<file path="config.mk">
export PLATFORM = sky130hd
export DESIGN_NAME = lhb_core
export DESIGN_NICKNAME = d
export VERILOG_FILES = /design/src/pkg/lhb_pkg.sv /design/src/hw/lhb_core.sv
export SDC_FILE = /design/constraint.sdc
export NUM_CORES = 1
export LEC_CHECK = 0
export BUFFER_PORTS_ARGS = -buffer_cell sky130_fd_sc_hd__buf_2
export CORE_MARGIN = 3
export CORE_UTILIZATION = 40
export DETAILED_ROUTE_END_ITERATION = 10
export PLACE_DENSITY = 0.59
export SLEW_MARGIN = 20
export SYNTH_ARGS = -nofsm -noshare
export SYNTH_HDL_FRONTEND = slang
export SYNTH_SLANG_ARGS = --single-unit
</file>
<file path="constraint.sdc">
create_clock -name clock -period 7.85 [get_ports clock]
set_input_delay 1.57 -clock clock [delete_from_list [all_inputs] [get_ports clock]]
set_output_delay 1.57 -clock clock [all_outputs]
set_load 0.05 [all_outputs]
</file>
<file path="src/pkg/lhb_pkg.sv">
package lhb_pkg;
  // Register byte offsets
  localparam logic [3:0]  CTRL_OFS    = 4'h0;
  localparam logic [3:0]  ALLOW_OFS   = 4'h4;
  localparam logic [3:0]  STATUS_OFS  = 4'h8;
  // Control fields
  localparam int          OMIT_BIT    = 0;
  localparam int          SHORT_BIT   = 1;
  localparam int          SEQ_OK_BIT  = 2;
  localparam int          CRC_OK_BIT  = 3;
  localparam int          TAGLEN_LSB  = 4;
  localparam int          DEFTYPE_LSB = 16;
  localparam logic [31:0] CTRL_RESET  = 32'h0800_0000;
  localparam logic [31:0] ALLOW_RESET = 32'h0000_0000;
  // Status fields
  localparam int          ERR_BIT     = 0;
  localparam int          BUSY_BIT    = 1;
  localparam int          EXT_BIT     = 2;
  localparam int          TYPE_LSB    = 16;
  // Short codes and permission classes
  localparam logic [7:0]  TABLE_TOP   = 8'h19;
  localparam logic [7:0]  IPANY_CODE  = 8'h30;
  localparam logic [7:0]  VLAN_CODE   = 8'h31;
  localparam logic [7:0]  SIG_LO      = 8'h42;
  localparam logic [7:0]  SIG_HI      = 8'h47;
  localparam logic [7:0]  USER_LO     = 8'h80;
  localparam logic [7:0]  ESC_CODE    = 8'hff;
  localparam logic [4:0]  IP_CLASS    = 5'd26;
  localparam logic [4:0]  VLAN_CLASS  = 5'd27;
  localparam logic [4:0]  SIG_CLASS   = 5'd28;
  localparam logic [4:0]  USER_CLASS  = 5'd29;
  localparam logic [4:0]  ESC_CLASS   = 5'd30;
  localparam logic [4:0]  RSVD_CLASS  = 5'd31;
  // Full types
  localparam logic [15:0] VLAN_TYPE   = 16'h8100;
  localparam logic [15:0] IPV4_TYPE   = 16'h0800;
  localparam logic [15:0] IPV6_TYPE   = 16'h86dd;
  localparam logic [15:0] EXT_LIMIT   = 16'h0600;
  localparam logic [3:0]  IPV4_VER    = 4'h4;
  localparam logic [3:0]  IPV6_VER    = 4'h6;
  localparam logic [2:0]  CRC_LAST    = 3'd3;

  typedef enum logic [2:0] {
    ST_IDLE  = 3'b000,
    ST_CODE  = 3'b001,
    ST_TAG   = 3'b010,
    ST_TYPEH = 3'b011,
    ST_TYPEL = 3'b100,
    ST_DATA  = 3'b101,
    ST_TRAIL = 3'b110,
    ST_DRAIN = 3'b111
  } lhb_state_type;
endpackage

</file>
<file path="src/hw/lhb_core.sv">
// Design decisions made here: the placing of the registers and the Avalon-MM register port.
`timescale 1ns/100ps
// Behaviour
// - Emit 8-bit short code when configured; omit it when the type omit flag is set
// - Only emit short codes whose protocol type is permitted by configuration
// - Zero-length code: type is controller default unless tag length code implies one
// - Map short codes to full 16-bit types by fixed table; full type feeds CRC
// - Code 0x30 resolves to 0x0800 or 0x86DD from payload IP version
// - Code 0x31 is VLAN like 0x0F without inner 2-byte type
// - Codes 0x42..0x47 mark internal signalling payloads
// - Code 0xFF: full 2-byte type follows the tag bytes
// - Full type present unless omitted or a non-escape short code used
// - Full type sent MSB first, only a permitted type (the core checks no allow bit against the full type itself)
// - Full type may indicate an extension header instead of a protocol
// - Tag byte count follows the tag length code, maybe controller length
// - All payload octets sent in order, contiguous, no gaps
// - Integrity trailer only for split units, never for single piece
// - Split trailer is sequence byte or CRC, never both
// - Integrity select zero in first piece means sequence trailer
// - Sequence trailer only when controller permits it
// - Per-slot sequence counter, zero after logon, plus one per split unit sent with a sequence trailer, mod 256
// - Full type below 0x600 is an extension header indication (for code 0x30 the flag comes from req_type, not the resolved type)
// - CRC covers the 16-bit full type even if omitted or shortened, plus tags
// - Reassembly slot is the last three bits of piece header
module lhb_core #(
  parameter int SLOTS = 8
) (
  input  wire logic        clock,
  input  wire logic        reset,
  input  wire logic [3:0]  avs_address,
  input  wire logic        avs_read,
  input  wire logic        avs_write,
  input  wire logic [31:0] avs_writedata,
  input  wire logic [3:0]  avs_byteenable,
  output logic      [31:0] avs_readdata,
  output logic             avs_waitrequest,
  input  wire logic        req_valid,
  output logic             req_ready,
  input  wire logic [15:0] req_type,
  input  wire logic [7:0]  req_code,
  input  wire logic [1:0]  req_tag_code,
  input  wire logic [31:0] req_tag,
  input  wire logic        req_split,
  input  wire logic        req_use_crc,
  input  wire logic [2:0]  req_slot,
  input  wire logic        sdu_valid,
  output logic             sdu_ready,
  input  wire logic [7:0]  sdu_data,
  input  wire logic        sdu_last,
  input  wire logic [31:0] crc_value,
  output logic             out_valid,
  input  wire logic        out_ready,
  output logic      [7:0]  out_data,
  output logic             out_last,
  output logic             integrity_sel,
  output logic      [15:0] crc_type,
  output logic             cfg_error
);
  ////////////////////////////////////////////////////////////////////////////////
  function automatic logic [4:0] code_class(input logic [7:0] c);
    if (c <= lhb_pkg::TABLE_TOP) return c[4:0];
    if (c == lhb_pkg::IPANY_CODE) return lhb_pkg::IP_CLASS;
    if (c == lhb_pkg::VLAN_CODE) return lhb_pkg::VLAN_CLASS;
    if (c >= lhb_pkg::SIG_LO && c <= lhb_pkg::SIG_HI) return lhb_pkg::SIG_CLASS;
    if (c == lhb_pkg::ESC_CODE) return lhb_pkg::ESC_CLASS;
    if (c >= lhb_pkg::USER_LO) return lhb_pkg::USER_CLASS;
    return lhb_pkg::RSVD_CLASS;
  endfunction

  function automatic logic [15:0] short_to_full(input logic [7:0] c, input logic [15:0] t);
    case (c)
      8'h00: return 16'h0000;
      8'h01: return 16'h0001;
      8'h02: return 16'h0002;
      8'h03: return 16'h0003;
      8'h04: return 16'h00c8;
      8'h05: return 16'h0100;
      8'h06: return 16'h0200;
      8'h07: return 16'h0300;
      8'h08: return 16'h0301;
      8'h09: return 16'h03c3;
      8'h0a: return 16'h0400;
      8'h0b: return 16'h04c2;
      8'h0c: return 16'h0500;
      8'h0d: return 16'h0800;
      8'h0e: return 16'h0806;
      8'h0f: return 16'h8100;
      8'h10: return 16'h22f1;
      8'h11: return 16'h86dd;
      8'h12: return 16'h8809;
      8'h13: return 16'h8847;
      8'h14: return 16'h8848;
      8'h15: return 16'h8863;
      8'h16: return 16'h8864;
      8'h17: return 16'h888e;
      8'h18: return 16'h8906;
      8'h19: return 16'h88a8;
      8'h31: return lhb_pkg::VLAN_TYPE;
      default: return t;
    endcase
  endfunction

  function automatic logic [2:0] tag_count(input logic [1:0] tc, input logic [2:0] ctl);
    case (tc)
      2'd1:    return ctl;
      2'd2:    return 3'd1;
      default: return 3'd0;
    endcase
  endfunction

  ////////////////////////////////////////////////////////////////////////////////
  lhb_pkg::lhb_state_type state;
  logic [31:0] ctrl;
  logic [31:0] allow;
  logic        ext_flag;
  logic [15:0] u_type;
  logic [7:0]  u_code;
  logic        u_omit;
  logic        u_type_first;
  logic        u_emit_type;
  logic        u_split;
  logic        u_crc;
  logic        u_first;
  logic [2:0]  u_slot;
  logic [31:0] u_tag;
  logic [2:0]  u_tag_n;
  logic [2:0]  cnt;
  logic [7:0]  seq [SLOTS];

  wire         bus_req     = avs_read | avs_write;
  wire         bus_do      = bus_req & ~avs_waitrequest;
  wire         wr_ctrl     = bus_do & avs_write & (avs_address == lhb_pkg::CTRL_OFS);
  wire         wr_allow    = bus_do & avs_write & (avs_address == lhb_pkg::ALLOW_OFS);
  wire         wr_status   = bus_do & avs_write & (avs_address == lhb_pkg::STATUS_OFS);
  wire  [31:0] be_mask     = {{8{avs_byteenable[3]}}, {8{avs_byteenable[2]}},
                              {8{avs_byteenable[1]}}, {8{avs_byteenable[0]}}};
  wire  [31:0] status_word = {crc_type, 13'h0000, ext_flag, (state != lhb_pkg::ST_IDLE),
                              cfg_error};
  wire  [31:0] rd_mux      = (avs_address == lhb_pkg::CTRL_OFS)   ? ctrl :
                             (avs_address == lhb_pkg::ALLOW_OFS)  ? allow :
                             (avs_address == lhb_pkg::STATUS_OFS) ? status_word : 32'h0000_0000;

  wire         take_req    = req_valid & req_ready;
  wire         take_sdu    = sdu_valid & sdu_ready;
  wire         slot_free   = ~out_valid | out_ready;
  wire         c_omit      = ctrl[lhb_pkg::OMIT_BIT];
  wire         c_short     = ctrl[lhb_pkg::SHORT_BIT] & ~c_omit;
  wire  [4:0]  req_class   = code_class(req_code);
  wire         code_bad    = c_short & ((req_class == lhb_pkg::RSVD_CLASS) |
                                        ~allow[req_class]);
  wire         trail_crc   = req_use_crc & ctrl[lhb_pkg::CRC_OK_BIT];
  wire         trail_bad   = req_split & ~trail_crc & ~ctrl[lhb_pkg::SEQ_OK_BIT];
  wire         req_bad     = code_bad | trail_bad;
  wire         req_esc     = c_short & (req_code == lhb_pkg::ESC_CODE);
  wire  [15:0] omit_type   = (req_tag_code == 2'd3) ? req_type
                                                    : ctrl[lhb_pkg::DEFTYPE_LSB +: 16];
  wire  [15:0] req_full    = c_omit ? omit_type :
                             (c_short & ~req_esc) ? short_to_full(req_code, req_type)
                                                  : req_type;
  wire  [7:0]  cur_seq     = seq[u_slot];
  wire         tag_busy    = (state == lhb_pkg::ST_TAG) & (cnt != u_tag_n);
  wire         hdr_load    = slot_free & ((state == lhb_pkg::ST_CODE) | tag_busy |
                             (state == lhb_pkg::ST_TYPEH) | (state == lhb_pkg::ST_TYPEL) |
                             (state == lhb_pkg::ST_TRAIL));
  wire         data_load   = take_sdu & (state == lhb_pkg::ST_DATA);
  wire         seq_last    = hdr_load & (state == lhb_pkg::ST_TRAIL) & ~u_crc;
  wire         crc_last    = hdr_load & (state == lhb_pkg::ST_TRAIL) & u_crc &
                             (cnt == lhb_pkg::CRC_LAST);
  wire  [7:0]  trail_byte  = u_crc ? crc_value[8'(31 - 8 * cnt) -: 8] : cur_seq;
  wire  [7:0]  next_byte   = (state == lhb_pkg::ST_CODE)  ? u_code :
                             (state == lhb_pkg::ST_TAG)   ? u_tag[31:24] :
                             (state == lhb_pkg::ST_TYPEH) ? u_type[15:8] :
                             (state == lhb_pkg::ST_TYPEL) ? u_type[7:0] :
                             (state == lhb_pkg::ST_TRAIL) ? trail_byte : sdu_data;
  wire         next_last   = seq_last | crc_last | (data_load & sdu_last & ~u_split);
  wire         next_sdu_ready = ((state == lhb_pkg::ST_DATA) & slot_free & ~take_sdu) |
                                ((state == lhb_pkg::ST_DRAIN) & ~(take_sdu & sdu_last));
  wire  [15:0] ip_type     = (sdu_data[7:4] == lhb_pkg::IPV6_VER) ? lhb_pkg::IPV6_TYPE
                                                                 : lhb_pkg::IPV4_TYPE;
  wire         ip_resolve  = data_load & u_first & ~u_omit &
                             (u_code == lhb_pkg::IPANY_CODE) & ~u_emit_type;

  ////////////////////////////////////////////////////////////////////////////////
  // Register bus
  always_ff @(posedge clock or posedge reset) begin
    if (reset) begin
      avs_waitrequest <= 1'b1;
      avs_readdata    <= 32'h0000_0000;
      ctrl            <= lhb_pkg::CTRL_RESET;
      allow           <= lhb_pkg::ALLOW_RESET;
      cfg_error       <= 1'b0;
    end else begin
      avs_waitrequest <= ~(bus_req & avs_waitrequest);
      avs_readdata    <= (avs_read & avs_waitrequest) ? rd_mux : avs_readdata;
      if (wr_ctrl) begin
        ctrl <= (ctrl & ~be_mask) | (avs_writedata & be_mask);
      end
      if (wr_allow) begin
        allow <= (allow & ~be_mask) | (avs_writedata & be_mask);
      end
      if (take_req & req_bad) begin
        cfg_error <= 1'b1;
      end else if (wr_status & avs_byteenable[0] & avs_writedata[lhb_pkg::ERR_BIT]) begin
        cfg_error <= 1'b0;
      end
    end
  end

  ////////////////////////////////////////////////////////////////////////////////
  // Output stage and payload handshake
  always_ff @(posedge clock or posedge reset) begin
    if (reset) begin
      out_valid <= 1'b0;
      out_data  <= 8'h00;
      out_last  <= 1'b0;
      sdu_ready <= 1'b0;
    end else begin
      sdu_ready <= next_sdu_ready;
      if (hdr_load | data_load) begin
        out_valid <= 1'b1;
        out_data  <= next_byte;
        out_last  <= next_last;
      end else if (out_ready) begin
        out_valid <= 1'b0;
      end
    end
  end

  // Per-slot sequence counters, cleared by logon reset
  for (genvar i = 0; i < SLOTS; i++) begin : g_seq
    always_ff @(posedge clock or posedge reset) begin
      if (reset) begin
        seq[i] <= 8'h00;
      end else if (seq_last & (u_slot == 3'(i))) begin
        seq[i] <= seq[i] + 8'h01;
      end
    end
  end

  ////////////////////////////////////////////////////////////////////////////////
  // Unit sequencer
  always_ff @(posedge clock or posedge reset) begin
    if (reset) begin
      state <= lhb_pkg::ST_IDLE;
      req_ready <= 1'b0;
      {u_type, u_code, u_tag, u_tag_n, u_slot, cnt} <= '0;
      {u_omit, u_type_first, u_emit_type, u_split, u_crc, u_first} <= '0;
      {integrity_sel, ext_flag} <= 2'b00;
      crc_type <= 16'h0000;
    end else begin
      req_ready <= (state == lhb_pkg::ST_IDLE) & ~take_req;
      case (state)
        lhb_pkg::ST_IDLE: begin
          if (take_req) begin
            u_type       <= req_full;
            crc_type     <= req_full;
            ext_flag     <= req_full < lhb_pkg::EXT_LIMIT;
            u_code       <= req_code;
            u_omit       <= c_omit;
            u_type_first <= ~c_omit & ~c_short;
            u_emit_type  <= ~c_omit & (~c_short | req_esc);
            u_split      <= req_split;
            u_crc        <= req_split & trail_crc;
            integrity_sel <= req_split & trail_crc;
            u_slot       <= req_slot;
            u_tag        <= req_tag;
            u_tag_n      <= tag_count(req_tag_code, ctrl[lhb_pkg::TAGLEN_LSB +: 3]);
            u_first      <= 1'b1;
            cnt          <= 3'd0;
            state <= req_bad ? lhb_pkg::ST_DRAIN :
                     c_short ? lhb_pkg::ST_CODE :
                     c_omit  ? lhb_pkg::ST_TAG : lhb_pkg::ST_TYPEH;
          end
        end
        lhb_pkg::ST_CODE: begin
          if (slot_free) begin
            state <= lhb_pkg::ST_TAG;
          end
        end
        lhb_pkg::ST_TAG: begin
          if (!tag_busy) begin
            state <= (u_emit_type & ~u_type_first) ? lhb_pkg::ST_TYPEH
                                                   : lhb_pkg::ST_DATA;
          end else if (slot_free) begin
            cnt   <= cnt + 3'd1;
            u_tag <= {u_tag[23:0], 8'h00};
          end
        end
        lhb_pkg::ST_TYPEH: begin
          if (slot_free) begin
            state <= lhb_pkg::ST_TYPEL;
          end
        end
        lhb_pkg::ST_TYPEL: begin
          if (slot_free) begin
            state <= u_type_first ? lhb_pkg::ST_TAG : lhb_pkg::ST_DATA;
          end
        end
        lhb_pkg::ST_DATA: begin
          if (take_sdu) begin
            u_first <= 1'b0;
            if (ip_resolve) begin
              u_type   <= ip_type;
              crc_type <= ip_type;
            end
            if (sdu_last) begin
              cnt   <= 3'd0;
              state <= u_split ? lhb_pkg::ST_TRAIL : lhb_pkg::ST_IDLE;
            end
          end
        end
        lhb_pkg::ST_TRAIL: begin
          if (slot_free) begin
            cnt <= cnt + 3'd1;
            if (seq_last | crc_last) begin
              state <= lhb_pkg::ST_IDLE;
            end
          end
        end
        lhb_pkg::ST_DRAIN: begin
          if (take_sdu & sdu_last) begin
            state <= lhb_pkg::ST_IDLE;
          end
        end
        default: state <= lhb_pkg::ST_IDLE;
      endcase
    end
  end
endmodule

</file>
=== Yosys cells after proc, flatten, opt, wreduce, memory -nomap -nowiden ===
Cells that the tools add are included.

* Bits in registers: 249
* Input port bits: 151

* $add $sub $neg: 10
* $lt $le $gt $ge: 7
* Equality and inequality tests: 65
* Shifts and indexed selects: 1
* Mux-type cells: 92
* Bitwise logic cells: 86
* Reduce and logical (&&, ||, !) cells: 18

{| class="wikitable"
|+ Operators by type and width
! cell !! number
|-
| $pmux W16 S26 || 1
|-
| $mux W32 || 6
|-
| $mux W16 || 7
|-
| $and A32 B32 Y32 || 3
|-
| $eq A8 B5 Y1 const B || 10
|-
| $mux W5 || 13
|-
| $add A8 B1 Y8 const B || 8
|-
| $eq A8 B4 Y1 const B || 8
|-
| $mux W8 || 8
|-
| $or A32 B32 Y32 || 2
|-
| $pmux W32 S2 || 1
|-
| $mux W3 || 19
|-
| $and A1 B1 Y1 || 49
|-
| $shiftx A39 B9 Y8 || 1
|-
| $eq A8 B3 Y1 const B || 4
|-
| $not A32 Y32 || 1
|-
| $pmux W16 S2 || 1
|-
| $mux W1 || 29
|-
| $bmux W8 S3 || 1
|-
| $eq A3 B3 Y1 const B || 8
|-
| $eq A8 B6 Y1 const B || 3
|-
| $pmux W3 S8 || 1
|-
| $ne A2 B2 Y1 const B || 11
|-
| $not A1 Y1 || 17
|-
| other kinds (41) || 67
|}

=== Logic depth before layout (Yosys ltp) ===
* Depth after elaboration: 32
* Depth in mapped cells: 12
* Mapped depth without buffers: 8

=== Least setup slack after synthesis ===
OpenSTA, ideal clock, no wires.

* Path type: input to register
* From: in req_code[2]
* To: reg cfg_error
* Library setup time: 0.092 ns
* Arrival time: 3.510 ns
* Required time: 7.758 ns
* Setup slack: 4.248 ns
* Stages on the path: 10
* Cells stage by stage: buf_2 or2_1 buf_6 a2111oi_4 nor2_2 mux2_4 a211o_1 o311ai_2 o32ai_2 o31ai_2

* Longest elaborated chain between the ends: 21
* Elaborated cells on any way between the ends: 52

{| class="wikitable"
|+ RTL lines
! what !! RTL line !! text
|-
| from (decl) || lhb_core.sv:40 || <nowiki>input wire logic [7:0] req_code,</nowiki>
|-
| $ge A8 B8 Y1 (tied with other cells) || lhb_core.sv:66 || <nowiki>if (c >= lhb_pkg::USER_LO) return lhb_pkg::USER_CLASS;</nowiki>
|-
| $mux W1 or $mux W5 (tied branches) (2 in a row) || lhb_core.sv:66, lhb_core.sv:62 ||
|-
| $mux W1 or $mux W5 (tied branches) || lhb_core.sv:65, lhb_core.sv:63 ||
|-
| $mux W1 or $mux W5 (tied branches) || lhb_core.sv:64 || <nowiki>if (c >= lhb_pkg::SIG_LO && c <= lhb_pkg::SIG_HI) return lhb_pkg::SIG_CLASS;</nowiki>
|-
| $mux W1 or $mux W5 (tied branches) || lhb_core.sv:63, lhb_core.sv:65 ||
|-
| $mux W1 or $mux W5 (tied branches) || lhb_core.sv:62, lhb_core.sv:66 ||
|-
| $mux W5 || lhb_core.sv:67 || <nowiki>return lhb_pkg::RSVD_CLASS;</nowiki>
|-
| $mux W5 || lhb_core.sv:66 ||
|-
| (+4 left out) || n/a ||
|-
| $bmux W1 S5 || lhb_core.sv:150 || <nowiki>~allow[req_class]);</nowiki>
|-
| $mux W1 (implied by the code) || lhb_core.sv:150 ||
|-
| $not A1 Y1 || lhb_core.sv:150 ||
|-
| $or A1 B1 Y1 (*) || lhb_core.sv:149 || <nowiki>wire code_bad = c_short & ((req_class == lhb_pkg::RSVD_CLASS) |</nowiki>
|-
| $and A1 B1 Y1 (*) || lhb_core.sv:149 ||
|-
| $or A1 B1 Y1 (*) || lhb_core.sv:153 || <nowiki>wire req_bad = code_bad | trail_bad;</nowiki>
|-
| $and A1 B1 Y1 (*) || lhb_core.sv:201 || <nowiki>if (take_req & req_bad) begin</nowiki>
|-
| $mux W1 or $reduce_bool A2 Y1 (tied branches) || n/a ||
|-
| to (signal assigned) || lhb_core.sv:191 || <nowiki>cfg_error <= 1'b0;</nowiki>
|-
| to (signal assigned) || lhb_core.sv:202 || <nowiki>cfg_error <= 1'b1;</nowiki>
|-
| to (signal assigned) || lhb_core.sv:204 || <nowiki>cfg_error <= 1'b0;</nowiki>
|-
| to (decl) || lhb_core.sv:57 || <nowiki>output logic cfg_error</nowiki>
|}

Every way passes the cells marked *; elsewhere a longest branch is shown, timed or not. The select of a mux whose other input is x is not followed.
A chain may end at the register's enable or synchronous reset.

=== Worst setup path in the final report ===
* From: in req_code[3]
* To: reg state[1]

* Longest elaborated chain between the ends: 22
* Elaborated cells on any way between the ends: 52

{| class="wikitable"
|+ RTL lines
! what !! RTL line !! text
|-
| $ge A8 B8 Y1 (tied with other cells) || lhb_core.sv:66 ||
|-
| $mux W1 or $mux W5 (tied branches) (2 in a row) || lhb_core.sv:66, lhb_core.sv:62 ||
|-
| $mux W1 or $mux W5 (tied branches) || lhb_core.sv:65, lhb_core.sv:63 ||
|-
| $mux W1 or $mux W5 (tied branches) || lhb_core.sv:64 ||
|-
| $mux W1 or $mux W5 (tied branches) || lhb_core.sv:63, lhb_core.sv:65 ||
|-
| $mux W1 or $mux W5 (tied branches) || lhb_core.sv:62, lhb_core.sv:66 ||
|-
| $mux W5 || lhb_core.sv:67 ||
|-
| $mux W5 || lhb_core.sv:66 ||
|-
| (+5 left out) || n/a ||
|-
| $mux W1 (implied by the code) || lhb_core.sv:150 ||
|-
| $not A1 Y1 || lhb_core.sv:150 ||
|-
| $or A1 B1 Y1 (*) || lhb_core.sv:149 ||
|-
| $and A1 B1 Y1 (*) || lhb_core.sv:149 ||
|-
| $or A1 B1 Y1 (*) || lhb_core.sv:153 ||
|-
| $mux W3 (*) || lhb_core.sv:270 || <nowiki>state <= req_bad ? lhb_pkg::ST_DRAIN :</nowiki>
|-
| $mux W3 (*) || lhb_core.sv:254 || <nowiki>if (take_req) begin</nowiki>
|-
| $pmux W3 S8 (*) || lhb_core.sv:252 || <nowiki>case (state)</nowiki>
|-
| to (signal assigned) || lhb_core.sv:270 ||
|-
| to (signal assigned) || lhb_core.sv:277 || <nowiki>state <= lhb_pkg::ST_TAG;</nowiki>
|-
| to (signal assigned) || lhb_core.sv:282 || <nowiki>state <= (u_emit_type & ~u_type_first) ? lhb_pkg::ST_TYPEH</nowiki>
|-
| to (decl) || lhb_core.sv:112 || <nowiki>lhb_pkg::lhb_state_type state;</nowiki>
|}

Marked as above.

==> impl_metrics.toml <==
[yosys]
syn_nets = 1523
synth-seq-cells = 249
avgSynthCellArea_um2 = 9.90
ys_types = 82
yosys_warnings = 0
synthArstFlopShare = 1.00
syn_area_um2 = 13500
yosysTopAreaCell = "dfrtp_1"
synth_edf_count = 0
ys.flop_type = "dfrtp_1"
synth_commonest_cells = "dfrtp_1, nand2_1, o21ai_0"
yosys-top-cells-area = "dfrtp_1, mux2_2, nand2_1"
synth_top_area_share = 0.459
yosysMostFrequentCell = "dfrtp_1"
syn-instance-count = 1359
ys_seq_area_frac = 0.463

[grt]
groute.usage.overall = 0.227
antenna_found_initial = 0
grt_overflow = 0
grt_pass1_wl_um = 64300
grt_max_degree = 76
grt_pass1_vias = 11000

[floorplanning]
dieArea_um2 = 35900
coreArea_um2 = 32900
die_x_um = 189
rows = 66
initial_core_util = 0.409
io_pins = 214
die_y_um = 189

[clock_tree]
postCtsHoldBufs = 0
cts_setup_buffers = 0
cts.sink_count = 249
cts_buffers = 28
htreeDepth = 1
cts.path.max_buffers = 3
clock_latency_ps = 550
cts_tree = "built"
clk_pin_slew_ps = 60
root_buffer = "clkbuf_16"
cts_resized = 0

[min_path]
hp-start = "seq[31]"
worstHoldPathCells = 1
min_path_type = "register to register"
whs_endpoint = "seq[31]"

[setup_path]
crit_required_ps = 8250
critPathMaxStageDelay_ps = 850
path_max_fanout = 25
start_kind = "primary input"
reg2reg_slack_ps = 4410
crit_buf_inv = 1
reg2reg_to = "seq[63]"
path_class = "primary input to register"
arrival_ps = 4620
reg2regPathDepth = 7
crit_family = "compound AO/OA/AOI/OAI gates"
worstPathCellList = "buf_2 > nand2b_1 > a2111oi_0 > a211oi_2 > mux2i_1 > a311oi_1 > nand2_1 > o32ai_2 > a31oi_1"
worstSetupEndpointType = "register"
r2r_start = "state[0]"
slowest_stage = "a211oi_2"

[route]
drc_errors = 0
viasPerCell = 5.64
antenna_left = 0
routedWlPerCell_um = 20.7
routed_wl_um = 41200
drtPass1Iterations = 5
vias = 11200
drtIter0Drc = 903

[sta]
hold_viol = 0
fin_crit_sh = 0.537
skew_ps = 13.3
fmax_mhz = 237
tightestPinTransition_ps = 1100
rsz0062_at_grt = "false"
max_slew_margin = 0.267
setup_violations = 0
final-max-slew-violation-count = 0
setup_tns_ps = 0
layout_min_cycle_time_ps = 4210

[pwr]
finalPower_mw = 5.16
cellLeakagePower_nw = 7.27
peakVddDrop_mv = 0.193
powerDensity_nw_per_um2 = 325

[finish]
antenna_cells = 0
area_growth_pct = 17.9
drive_gt1_frac = 0.261
fin_nets = 1691
post-route-util = 0.483

[outcome]
status = "completed"

[placement]
dp_hpwl_um = 31200
globalplace.congestion = 0.903
portBuffers = 213

[run]
max_cap_violations = 0
cells in the final DEF, fill, tap and decap left out, drive strengths merged, types with 9 or more instances in the layout:
cell type,instances
nand2b,11
nand3,31
mux2i,37
o211ai,12
o22ai,19
a21oi,51
nand2,214
xnor2,45
mux2,74
buf,228
inv,26
mux4,25
nor2,80
a311oi,11
a22o,15
dfrtp,247
and3,13
xor2,15
nor3,17
a211oi,9
o21ai,101
clkinv,9
nand4,27
nor2b,20
o21a,12
ha,13
clkbuf,35
a22oi,16
a31oi,30
cell type report:
type / instances / area (um2)
Fill cell: 3219 / 17000
Multi-Input combinational cell: 992 / 6760
Sequential cell: 249 / 6230
Timing Repair Buffer: 228 / 1180
Clock buffer: 35 / 778
Tap cell: 442 / 553
Clock inverter: 17 / 246
Inverter: 28 / 109
worst max-delay path by stage:
stage / start / endpoint / slack [ps] / cells after the start
after floorplan: reset / asynchronous set/reset pin / 3010 / 1
after global placement: req_code[3] / state[1] / 3240 / 9
after detailed placement: req_code[3] / state[1] / 3120 / 9
after CTS: req_code[3] / state[1] / 3680 / 9
after global routing: req_code[3] / state[1] / 3300 / 9
final: req_code[3] / state[1] / 3640 / 9
power by group:
group / leakage (nW) / internal [mW] / total (mW) / switching, mW
logic: 3.53 / 0.635 / 1.76 / 1.12
clock network: 0.500 / 0.899 / 1.44 / 0.542
registers: 3.25 / 1.57 / 1.96 / 0.384
kinds of logic after synthesis:
family	count (synthesis)	share of synthesized area
compound gates	322	0.157
simple gates	459	0.159
fa+ha+maj	15	0.0136
flops	249	0.463
buf+inv	118	0.0365
mux	136	0.132
xor+xnor	60	0.0391
routing by layer:
layer  GRT usage  routed length, um  up-vias
met1       0.327              18500     5587
met2       0.370              19600      334
met3      0.0270               2300       53
met4      0.0506                857        0
met5           0                  0        -
li1            -                  -     5261
metrics by stage:
stage / worst slack (ps) / hold slack [ps] / area, um2 / std cells
2_1_floorplan: 3010 / 437 / 13500 / 1359
3_3_place_gp: 3240 / 459 / 14800 / 1939
3_5_place_dp: 3120 / 459 / 14800 / 1939
4_1_cts: 3680 / 474 / 15800 / 1991
5_1_grt: 3300 / 490 / 15900 / 1991
6_report: 3640 / 467 / 15900 / 1991
(Power assumes the default switching activity.)
